**src/logic/proximity_measure_sequencer_defines.vh**
```
// Purpose: Shared constants for the proximity measurement sequencer
// Assumes: 200 MHz clock
// Notes: Times are given in ns and converted to cycles by the modules
`ifndef PROXIMITY_MEASURE_SEQUENCER_DEFINES_VH
`define PROXIMITY_MEASURE_SEQUENCER_DEFINES_VH

// ==========================================================
// Timing
`define CLK_PERIOD_NS 5
`define LED_PULSE_BASE_NS 25600
`define CONV_GAP_MAX_NS 25600

// ==========================================================
// Widths
`define ADC_WIDTH 16
`define GAIN_WIDTH 3
`define CURRENT_WIDTH 4
`define NUM_CHANNELS 3

// ==========================================================
// Reset values
`define GAIN_RST 3'h0
`define ENABLE_RST 3'h7
`define CURRENT_RST 4'hF
`define ROUTE_ONE_RST 3'h1
`define ROUTE_TWO_RST 3'h2
`define ROUTE_THREE_RST 3'h4

// ==========================================================
// Channel indices
`define CHAN_ONE 2'h0
`define CHAN_TWO 2'h1
`define CHAN_THREE 2'h2

`endif

```
**src/logic/proximity_measure_sequencer.v**
```verilog
// Purpose: Runs LED-off and LED-on conversions per proximity channel and reports differences
// Assumes: External converter answers adc_start with adc_done and adc_data
// Notes: Host configuration arrives over a simple write strobe, not a register bus
`timescale 1ns/1ps
`include "proximity_measure_sequencer_defines.vh"

// Function
// - The LED pulse lasts 25.6 us at gain zero and doubles with each gain step.
// - Each channel converts first with LEDs off and then with the LEDs on.
// - The LED-on conversion starts right after the LED-off one, within 25.6 us.
// - The channel result is the LED-on value minus the LED-off value.
// - One burst measures all enabled channels and then the block returns to sleep.
// - After reset channel one drives LED one, two drives two, three drives three.
// - Each channel may route to any subset of the drives, all pulsed together.
// - Channels are always measured in order one, two, three.
// - During the pulse each selected drive sinks its regulated current.
// - A four-bit current code per channel, all ones being the highest current.
module proximity_measure_sequencer #(
    parameter ADC_W = `ADC_WIDTH,
    parameter GAIN_W = `GAIN_WIDTH,
    parameter CUR_W = `CURRENT_WIDTH,
    parameter PULSE_BASE_CYCLES = `LED_PULSE_BASE_NS / `CLK_PERIOD_NS,
    parameter GAP_MAX_CYCLES = `CONV_GAP_MAX_NS / `CLK_PERIOD_NS
) (
    clk,
    reset,
    measure_start,
    cfg_write,
    cfg_chan,
    cfg_enable,
    cfg_route,
    cfg_current,
    cfg_gain,
    adc_start,
    adc_led_phase,
    adc_done,
    adc_data,
    led_sink_en,
    led_current_code,
    result_one,
    result_two,
    result_three,
    result_valid,
    gap_fault,
    sleeping
);
    input wire clk;
    input wire reset;
    input wire measure_start;
    input wire cfg_write;
    input wire [1:0] cfg_chan;
    input wire cfg_enable;
    input wire [2:0] cfg_route;
    input wire [CUR_W-1:0] cfg_current;
    input wire [GAIN_W-1:0] cfg_gain;
    output wire adc_start;
    output wire adc_led_phase;
    input wire adc_done;
    input wire [ADC_W-1:0] adc_data;
    output reg [2:0] led_sink_en;
    output reg [3*CUR_W-1:0] led_current_code;
    output reg [ADC_W:0] result_one;
    output reg [ADC_W:0] result_two;
    output reg [ADC_W:0] result_three;
    output reg result_valid;
    output reg gap_fault;
    output wire sleeping;

    localparam ST_SLEEP = 3'h0;
    localparam ST_PICK = 3'h1;
    localparam ST_OFF_CONV = 3'h2;
    localparam ST_ON_CONV = 3'h3;
    localparam ST_STORE = 3'h4;

    localparam GAP_W = 16;
    localparam [GAP_W-1:0] GAP_MAX = GAP_MAX_CYCLES;

    // ==========================================================
    // Configuration held per channel, plus one shared gain
    reg [2:0] enable_ff;
    reg [2:0] route_one_ff;
    reg [2:0] route_two_ff;
    reg [2:0] route_three_ff;
    reg [CUR_W-1:0] current_one_ff;
    reg [CUR_W-1:0] current_two_ff;
    reg [CUR_W-1:0] current_three_ff;
    reg [GAIN_W-1:0] gain_ff;

    reg [2:0] state_ff;
    reg [1:0] chan_ff;
    reg [ADC_W-1:0] ambient_ff;
    reg [ADC_W-1:0] lit_ff;
    reg on_adc_seen_ff;
    reg pulse_seen_ff;
    reg start_ff;
    reg [GAP_W-1:0] gap_ff;

    wire pulse_active;
    wire pulse_done;
    wire [2:0] chan_route;
    wire [CUR_W-1:0] chan_current;
    wire [1:0] first_chan;
    wire [1:0] next_chan;
    wire [ADC_W:0] diff;

    // Lowest enabled channel at or after a given index; 2'h3 means none
    function [1:0] next_enabled;
        input [2:0] en;
        input [1:0] from;
        begin
            if (from == `CHAN_ONE && en[0])
                next_enabled = `CHAN_ONE;
            else if (from <= `CHAN_TWO && en[1])
                next_enabled = `CHAN_TWO;
            else if (from <= `CHAN_THREE && en[2])
                next_enabled = `CHAN_THREE;
            else
                next_enabled = 2'h3;
        end
    endfunction

    always @(posedge clk) begin
        if (reset) begin
            enable_ff <= `ENABLE_RST;
            route_one_ff <= `ROUTE_ONE_RST;
            route_two_ff <= `ROUTE_TWO_RST;
            route_three_ff <= `ROUTE_THREE_RST;
            current_one_ff <= `CURRENT_RST;
            current_two_ff <= `CURRENT_RST;
            current_three_ff <= `CURRENT_RST;
            gain_ff <= `GAIN_RST;
        end else if (cfg_write && state_ff == ST_SLEEP) begin
            // Changes during a burst are dropped so one burst uses one setting
            gain_ff <= cfg_gain;
            if (cfg_chan == `CHAN_ONE) begin
                enable_ff[0] <= cfg_enable;
                route_one_ff <= cfg_route;
                current_one_ff <= cfg_current;
            end else if (cfg_chan == `CHAN_TWO) begin
                enable_ff[1] <= cfg_enable;
                route_two_ff <= cfg_route;
                current_two_ff <= cfg_current;
            end else if (cfg_chan == `CHAN_THREE) begin
                enable_ff[2] <= cfg_enable;
                route_three_ff <= cfg_route;
                current_three_ff <= cfg_current;
            end
        end
    end

    assign chan_route = (chan_ff == `CHAN_ONE) ? route_one_ff :
                        (chan_ff == `CHAN_TWO) ? route_two_ff : route_three_ff;
    assign chan_current = (chan_ff == `CHAN_ONE) ? current_one_ff :
                          (chan_ff == `CHAN_TWO) ? current_two_ff : current_three_ff;
    assign first_chan = next_enabled(enable_ff, `CHAN_ONE);
    assign next_chan = (chan_ff == `CHAN_THREE) ? 2'h3 :
                       next_enabled(enable_ff, chan_ff + 2'h1);
    assign diff = {1'b0, lit_ff} - {1'b0, ambient_ff};

    // ==========================================================
    // LED pulse timing
    led_pulse_timer #(
        .BASE_CYCLES(PULSE_BASE_CYCLES),
        .GAIN_W(GAIN_W),
        .CNT_W(24)
    ) u_pulse (
        .clk(clk),
        .reset(reset),
        .start(start_ff && state_ff == ST_ON_CONV),
        .gain(gain_ff),
        .active(pulse_active),
        .done(pulse_done)
    );

    // ==========================================================
    // Burst sequencer
    assign adc_start = start_ff;
    assign adc_led_phase = (state_ff == ST_ON_CONV);
    assign sleeping = (state_ff == ST_SLEEP);

    always @(posedge clk) begin
        if (reset) begin
            state_ff <= ST_SLEEP;
            chan_ff <= `CHAN_ONE;
            ambient_ff <= {ADC_W{1'b0}};
            lit_ff <= {ADC_W{1'b0}};
            on_adc_seen_ff <= 1'b0;
            pulse_seen_ff <= 1'b0;
            start_ff <= 1'b0;
            gap_ff <= {GAP_W{1'b0}};
            gap_fault <= 1'b0;
            result_one <= {(ADC_W+1){1'b0}};
            result_two <= {(ADC_W+1){1'b0}};
            result_three <= {(ADC_W+1){1'b0}};
            result_valid <= 1'b0;
        end else begin
            start_ff <= 1'b0;
            result_valid <= 1'b0;
            case (state_ff)
                ST_SLEEP: begin
                    if (measure_start) begin
                        state_ff <= ST_PICK;
                        chan_ff <= first_chan;
                        gap_fault <= 1'b0;
                    end
                end
                ST_PICK: begin
                    if (chan_ff == 2'h3) begin
                        state_ff <= ST_SLEEP;
                        result_valid <= 1'b1;
                    end else begin
                        state_ff <= ST_OFF_CONV;
                        start_ff <= 1'b1;
                    end
                end
                ST_OFF_CONV: begin
                    if (adc_done && !start_ff) begin
                        ambient_ff <= adc_data;
                        state_ff <= ST_ON_CONV;
                        start_ff <= 1'b1;
                        on_adc_seen_ff <= 1'b0;
                        pulse_seen_ff <= 1'b0;
                        gap_ff <= {GAP_W{1'b0}};
                    end
                end
                ST_ON_CONV: begin
                    // Gap watch covers the ambient sample's age until the lit result
                    if (!on_adc_seen_ff && gap_ff != GAP_MAX) begin
                        gap_ff <= gap_ff + {{(GAP_W-1){1'b0}}, 1'b1};
                    end
                    if (adc_done && !start_ff && !on_adc_seen_ff) begin
                        lit_ff <= adc_data;
                        on_adc_seen_ff <= 1'b1;
                        if (gap_ff == GAP_MAX) begin
                            gap_fault <= 1'b1;
                        end
                    end
                    if (pulse_done) begin
                        pulse_seen_ff <= 1'b1;
                    end
                    if ((on_adc_seen_ff || (adc_done && !start_ff)) &&
                        (pulse_seen_ff || pulse_done)) begin
                        state_ff <= ST_STORE;
                    end
                end
                ST_STORE: begin
                    if (chan_ff == `CHAN_ONE) begin
                        result_one <= diff;
                    end else if (chan_ff == `CHAN_TWO) begin
                        result_two <= diff;
                    end else begin
                        result_three <= diff;
                    end
                    chan_ff <= next_chan;
                    state_ff <= ST_PICK;
                end
                default: begin
                    state_ff <= ST_SLEEP;
                end
            endcase
        end
    end

    // ==========================================================
    // LED drives: every selected drive sinks the channel's current together
    genvar d;
    generate
        for (d = 0; d < 3; d = d + 1) begin : g_drive
            always @(posedge clk) begin
                if (reset) begin
                    led_sink_en[d] <= 1'b0;
                    led_current_code[d*CUR_W +: CUR_W] <= {CUR_W{1'b0}};
                end else if ((pulse_active && !pulse_done) ||
                             (start_ff && state_ff == ST_ON_CONV)) begin
                    led_sink_en[d] <= chan_route[d];
                    led_current_code[d*CUR_W +: CUR_W] <=
                        chan_route[d] ? chan_current : {CUR_W{1'b0}};
                end else begin
                    led_sink_en[d] <= 1'b0;
                    led_current_code[d*CUR_W +: CUR_W] <= {CUR_W{1'b0}};
                end
            end
        end
    endgenerate
endmodule // proximity_measure_sequencer

```
**src/logic/led_pulse_timer.v**
```verilog
// Purpose: Times one LED pulse whose width scales by two to the gain exponent
// Assumes: start is a one-cycle pulse while idle
// Notes: Counter is wide enough for the largest gain
`timescale 1ns/1ps
`include "proximity_measure_sequencer_defines.vh"

module led_pulse_timer #(
    parameter BASE_CYCLES = 5120,
    parameter GAIN_W = 3,
    parameter CNT_W = 24
) (
    clk,
    reset,
    start,
    gain,
    active,
    done
);
    input wire clk;
    input wire reset;
    input wire start;
    input wire [GAIN_W-1:0] gain;
    output wire active;
    output reg done;

    localparam [CNT_W-1:0] BASE = BASE_CYCLES;

    reg [CNT_W-1:0] remain_ff;
    reg active_ff;

    assign active = active_ff;

    // ==========================================================
    // Pulse counter
    always @(posedge clk) begin
        if (reset) begin
            remain_ff <= {CNT_W{1'b0}};
            active_ff <= 1'b0;
            done <= 1'b0;
        end else begin
            done <= 1'b0;
            if (start && !active_ff) begin
                remain_ff <= (BASE << gain) - {{(CNT_W-1){1'b0}}, 1'b1};
                active_ff <= 1'b1;
            end else if (active_ff) begin
                if (remain_ff == {CNT_W{1'b0}}) begin
                    active_ff <= 1'b0;
                    done <= 1'b1;
                end else begin
                    remain_ff <= remain_ff - {{(CNT_W-1){1'b0}}, 1'b1};
                end
            end
        end
    end
endmodule // led_pulse_timer

```
**config.mk**
```make
export PLATFORM = sky130hd
export DESIGN_NAME = proximity_measure_sequencer
export DESIGN_NICKNAME = d
export VERILOG_FILES = /design/src/logic/proximity_measure_sequencer.v /design/src/logic/led_pulse_timer.v
export VERILOG_INCLUDE_DIRS = /design/src /design/src/logic
export SDC_FILE = /design/constraint.sdc
export NUM_CORES = 1
export LEC_CHECK = 0
export BUFFER_PORTS_ARGS = -buffer_cell sky130_fd_sc_hd__clkbuf_2
export CORE_ASPECT_RATIO = 1.25
export CORE_MARGIN = 4
export CORE_UTILIZATION = 30
export DETAILED_ROUTE_END_ITERATION = 6
export MAX_ROUTING_LAYER = met4
export PLACE_DENSITY = 0.58
export SYNTH_ARGS = -nofsm -noshare
export SYNTH_HDL_FRONTEND = slang
export SYNTH_HIERARCHICAL = 1
export SYNTH_SLANG_ARGS = --single-unit
```
**constraint.sdc**
```tcl
create_clock -name clk -period 7.3 [get_ports clk]
set_input_delay 0.365 -clock clk [delete_from_list [all_inputs] [get_ports clk]]
set_output_delay 0.365 -clock clk [all_outputs]
set_load 0.1 [all_outputs]
```
* Word-level counts from Yosys, hierarchy flattened
Index checks and enable logic that the tools add are counted.
** Word-level totals
- Input bits :: 34
- Logic and storage cells :: 158
- Flip-flop bits (word level) :: 177
- Output and inout port bits :: 71
** Cells by class
- Add/sub/neg operators :: 5
- Bitwise gates (word level) :: 10
- $lt $le $gt $ge :: 2
- Reductions and logical operators :: 48
- Mux-type cells :: 41
- Eq/ne operators :: 19
- Shift operators :: 1
** Operators with widths (number)
- two-way mux 24 bit :: 3
- subtractor 24 x 1 -> 24 bit, second input constant :: 2
- two-way mux 16 bit :: 2
- case mux 16 bit (2 select lines) :: 1
- zero test 24 bit :: 1
- left shift 13 x 3 -> 24 bit, first input constant :: 1
- AND reduction 3 bit :: 7
- subtractor 16 x 16 -> 17 bit :: 1
- adder 16 x 1 -> 16 bit, second input constant :: 1
- == test 16 x 13 -> 1 bit, second input constant :: 1
- != test 16 x 13 -> 1 bit, second input constant :: 1
- two-way mux 1 bit :: 15
- two-way mux 3 bit :: 5
- case mux 3 bit (5 select lines) :: 1
- two-way mux 2 bit :: 7
- != test 2 x 1 -> 1 bit, second input constant :: 6
- AND reduction 2 bit :: 6
- OR reduction 3 bit :: 4
- logical AND 1 bit :: 11
- inverter 1 bit :: 10
- two-way mux 4 bit :: 2
- case mux 1 bit (2 select lines) :: 4
- AND reduction 4 bit :: 2
- nonzero test 2 bit :: 4
- other kinds (15) :: 28

* Depth between registers and ports, before layout
- Word-level depth :: 8
- Mapped depth :: 14
- Depth with buffers taken out :: 11

* Modules after synthesis
Netlist, hierarchy kept.
** By module, submodules not included
- proximity_measure_sequencer :: cells each 811, instances 1, area each 6824.0 µm², seq. area each 3022.9 µm²
- led_pulse_timer :: cells each 218, instances 1, area each 1720.4 µm², seq. area each 520.5 µm²

* Least setup slack after synthesis
OpenSTA, ideal clock, no wires.
- Kind :: reg-to-reg
- Start :: register state_ff[0]
- End :: register u_pulse.remain_ff[22]
- Setup slack :: 3.780 ns
- Data required time :: 7.177 ns
- Arrival time :: 3.396 ns
- Buffers on the path :: 4
- Stages on the path, launching flop included :: 14
- Setup time :: 0.123 ns
- Clock period less this slack :: 3.520 ns
- Cells stage by stage :: dfxtp_1 > buf_4 > nand3b_4 > clkinv_1 > and2_1 > nand2b_1 > clkbuf_1 > clkbuf_1 > nand2_1 > ha_1 > clkbuf_1 > o2111ai_1 > nor4_1 > mux2_1
** Between the ends
- Cells in the longest elaborated chain, start to end :: 5
- Elaborated cells on any way between the ends :: 7
- Classes of those cells :: 2 x eq/ne; 1 x mux; 4 x reduce/logical
** Ends and longest elaborated chain
- start, declared :: line proximity_measure_sequencer.v:89 : reg [2:0] state_ff;
- start signal, assigned :: line proximity_measure_sequencer.v:183 : state_ff <= ST_SLEEP;
- start signal, assigned :: line proximity_measure_sequencer.v:202 : state_ff <= ST_PICK;
- start signal, assigned :: line proximity_measure_sequencer.v:209 : state_ff <= ST_SLEEP;
- == test 3 x 2 -> 1 bit (*)
- via adc_led_phase :: line proximity_measure_sequencer.v:57 : output wire adc_led_phase;
- logical AND 1 bit (*) :: line proximity_measure_sequencer.v:169 : .start(start_ff && state_ff == ST_ON_CONV),
- logical AND 1 bit (*) :: line led_pulse_timer.v:42 : if (start && !active_ff) begin
- != test 2 x 1 -> 1 bit (no source line) / nonzero test 2 bit (equally long branches)
- AND reduction 2 bit (no source line)
- end signal, assigned :: line led_pulse_timer.v:37 : remain_ff <= {CNT_W{1'b0}};
- end signal, assigned :: line led_pulse_timer.v:43 : remain_ff <= (BASE << gain) - {{(CNT_W-1){1'b0}}, 1'b1};
- end signal, assigned :: line led_pulse_timer.v:50 : remain_ff <= remain_ff - {{(CNT_W-1){1'b0}}, 1'b1};
- end, declared :: line led_pulse_timer.v:28 : reg [CNT_W-1:0] remain_ff;
The timed path passes the listed nets; every way through them passes the cells marked *.
A chain may end at the register's enable or synchronous reset.

* Worst setup path after layout
- Start :: register state_ff[1]
- End :: register u_pulse.remain_ff[22]
** Between the ends
- Cells in the longest elaborated chain, start to end :: 5
- Elaborated cells on any way between the ends :: 7
- Classes of those cells :: 2 x eq/ne; 1 x mux; 4 x reduce/logical
** Ends and longest elaborated chain (line)
- == test 3 x 2 -> 1 bit (*) :: proximity_measure_sequencer.v:169
- logical AND 1 bit (*) :: proximity_measure_sequencer.v:169
- logical AND 1 bit (*) :: led_pulse_timer.v:42
- != test 2 x 1 -> 1 bit (no source line) / nonzero test 2 bit (equally long branches)
- AND reduction 2 bit (no source line)
Mark *: on every way between the ends. The rest lies on a longest branch, timed or not.

==> results.sh <==
export IMPL_synth_top_area_share_pct=41.5
export IMPL_ys_types=80
export IMPL_cts_hold_buf=0
export IMPL_status="completed"
export IMPL_internal_power_mw=1.76
export IMPL_cpPeakStageDelay_ns=0.62
export IMPL_cp_start_kind="flip-flop"
export IMPL_post_route_period_util_pct=49.5
export IMPL_maxSlewHeadroom_pct=28.1
export IMPL_synth_area_leaders="dfxtp_1 41%, nand2_1 6.3%, a21oi_1 6.3%"
export IMPL_crit_required_ns=7.63
export IMPL_final_fill_count=2883
export IMPL_cp_slowest_cell="dfxtp_1"
export IMPL_start_util_pct=30.7
export IMPL_powerDensity_nw_per_um2=273
export IMPL_finalSetupViolCount=0
export IMPL_clkPwrFrac_pct=35.3
export IMPL_synth_flop_cell="dfxtp_1"
export IMPL_hpwl_um=16400
export IMPL_synth_compound_area_share_pct=20.5
export IMPL_peakVddDrop_uv=170
export IMPL_max_freq_mhz=277
export IMPL_avgRoutedWirePerCell_um=15.6
export IMPL_nNetsFinal=1154
export IMPL_hold_path_class="input port to flip-flop"
export IMPL_root_buffer="clkbuf_16"
export IMPL_gr_total_overflow=0
export IMPL_post_cts_buffers=0
export IMPL_viasPerCell=5.18
export IMPL_fin_crit_ns=3.61
export IMPL_final_util_pct=35.4
export IMPL_io_pins=105
export IMPL_final_common_cell="dfxtp_1"
export IMPL_place_area_um2=9240
export IMPL_drive_gt1_share_pct=14.7
export IMPL_power_leakage_nw=3.83
export IMPL_htree_levels=4
export IMPL_die_width_um=159
export IMPL_setup_tns_ns=0
export IMPL_synth_simple_gate_area_share_pct=24.9
export IMPL_fin_area_um2=9850
export IMPL_synth_nets=1090
export IMPL_path_cells="nand3b_4 -> clkinv_1 -> and2_1 -> nand2b_1 -> nand2_1 -> ha_1 -> o2111ai_1 -> nor4_1 -> mux2_1"
export IMPL_clock_skew_ns=0.0161
export IMPL_grt_start_max_net_pins=103
export IMPL_drcViolationCount=0
export IMPL_antenna_found_initial=0
export IMPL_clk_path_buf_depth=2
export IMPL_report_final_slew_viol_count=0
export IMPL_cts_tree="built"
export IMPL_p_switching_mw=0.927
export IMPL_seqPwrFrac_pct=39.1
export IMPL_routed_wl_um=22800
export IMPL_synthMuxAreaShare_pct=2.37
export IMPL_multi_input_area_um2=4580
export IMPL_die_area_um2=31300
export IMPL_syn_area_per_cell_um2=8.30
export IMPL_track_usage_pct=14.8
export IMPL_drtIter0Drc=493
export IMPL_hold_viol_final=0
export IMPL_die_y_um=197
export IMPL_ys_warn_count=6
export IMPL_cp_end_kind="flip-flop"
export IMPL_diodes=0
export IMPL_clkLatencyLatePin_ns=0.44
export IMPL_synth_edf_count=0
export IMPL_drtPass1Iterations=5
export IMPL_vias=7535
export IMPL_place_congestion=0.891
export IMPL_instances_no_fill=1456
export IMPL_cts_resized_gates=0
export IMPL_ant_nets=0
export IMPL_dp_cells=1424
export IMPL_critical_path_class="flip-flop to flip-flop"
export IMPL_grt_setup_unrepaired="false"
export IMPL_fin_total_pwr_mw=2.69
export IMPL_cts_sinks=177
export IMPL_yosysTopAreaCell="dfxtp_1"
export IMPL_synth_top_family_by_area="simple AND/OR/NAND/NOR gates"
export IMPL_portBuffers=104
export IMPL_crit_fanout=29
export IMPL_synth_seq_cells=177
export IMPL_grt_pass1_wl_um=37100
export IMPL_max_cap_violations=0
export IMPL_area_growth_pct=15.2
export IMPL_yosys_area_share_adder_pct=4.04
export IMPL_arrival_ns=3.94
export IMPL_cts_buffers=17
export IMPL_core_area_um2=27800
export IMPL_syn_inst=1029
export IMPL_rows=68
export IMPL_ys_seq_area_share_pct=41.5
export IMPL_p_comb_share_pct=25.6
export IMPL_grt_pass1_vias=7249
export IMPL_synth_xor_area_share_pct=1.74
export IMPL_p_sw_share_pct=34.5
export IMPL_worst_pin_slew_ns=1.07
export IMPL_async_reset_ff_share_pct=0
export IMPL_path_clk_slew_ns=0.08
export IMPL_netlist_area_um2=8540
export IMPL_layout_common_cells="177 x dfxtp_1, 143 x nand2_1, 107 x a21oi_1"
export IMPL_seq_area_um2=3540
==> cell usage after synthesis (5+ instances only) <==
cell and number:
o21ai_0 38, ha_1 26, nand3_1 32, o21ai_1 17
mux2i_1 18, and3_1 19, nand2_1 143, o2111ai_1 5
nand4_1 8, nor4_1 9, o21a_1 6, a31oi_1 6
xor2_1 5, buf_2 13, o41ai_1 5, o211ai_1 5
inv_1 34, nand3b_1 24, nor2_1 67, dfxtp_1 177
o311ai_1 8, a21o_1 6, xnor2_1 12, or4_1 6
a21oi_1 107, a211oi_1 14, nor3b_1 7, or2_2 5
nor3_1 29, a211o_1 19, nand2b_1 9, clkbuf_1 39
nor2b_1 22, or3_1 12
==> critical path: cells and delay by family, from the launching register on <==
kind            cells  cell delay (ns)
compound gates      1             0.27
fa+ha+maj           1             0.41
buf+inv             1             0.19
flops               1             0.62
mux                 1             0.35
simple gates        5             1.66
==> stage by stage <==
step	hold WS, ns	setup WS, ns
after CTS	0.141	3.67
after floorplan	0.435	3.78
after global routing	0.149	3.38
after detailed placement	0.447	3.69
after global placement	0.442	3.83
final	0.156	3.69
==> power by group through the flow <==
stage	registers (mW)	logic, mW	clock network, mW
global route	1.06	0.761	1.01
floorplan	1.07	0.511	0
detailed placement	1.07	0.692	0
CTS	1.05	0.695	0.974
finish	1.05	0.689	0.948
global placement	1.07	0.690	0
==> registers in the layout, summed over array words and instances (netlist names), 2 cells and up <==
register and count:
route_two_ff 3, result_two 17, ambient_ff 16, enable_ff 3
lit_ff 16, led_sink_en 3, state_ff 3, current_two_ff 4
route_one_ff 3, current_three_ff 4, gap_ff 16, result_one 17
current_one_ff 4, led_current_code 12, route_three_ff 3, result_three 17
u_pulse/remain_ff 24, gain_ff 3, chan_ff 2
==> kinds of logic (layout without fill, tap and decap cells) <==
group	after synthesis	in the layout
compound gates	273	273
fa+ha+maj	27	27
xor+xnor	17	17
simple gates	417	417
flops	177	177
mux	20	20
buf+inv	98	175
==> cell type report <==
class                           instances  share of cell area, %
Inverter                               36                   1.37
Clock inverter                         14                   1.68
Timing Repair Buffer                  107                   5.54
Sequential cell                       177                   36.0
Tap cell                              350                   4.45
Multi-Input combinational cell        754                   46.5
Clock buffer                           18                   4.46
==> routing by layer <==
metal	vias up	routed length, µm	GRT usage, %
li1	3809	-	-
met1	3531	10000	17.3
met2	169	11400	25.6
met3	26	997	3.22
met4	0	386	4.28
met5	-	0	-
==> final timing paths <==
path	from	endpoint	slack, ns	cells past startpoint
setup / recovery	state_ff[1]	u_pulse/remain_ff[22]	3.69	9
hold / removal	cfg_gain[2]	gain_ff[2]	0.16	3
setup reg to reg	state_ff[1]	u_pulse/remain_ff[22]	3.69	9
hold reg to reg	ambient_ff[5]	ambient_ff[5]	0.46	2
Power figures use the tool's default switching activity.
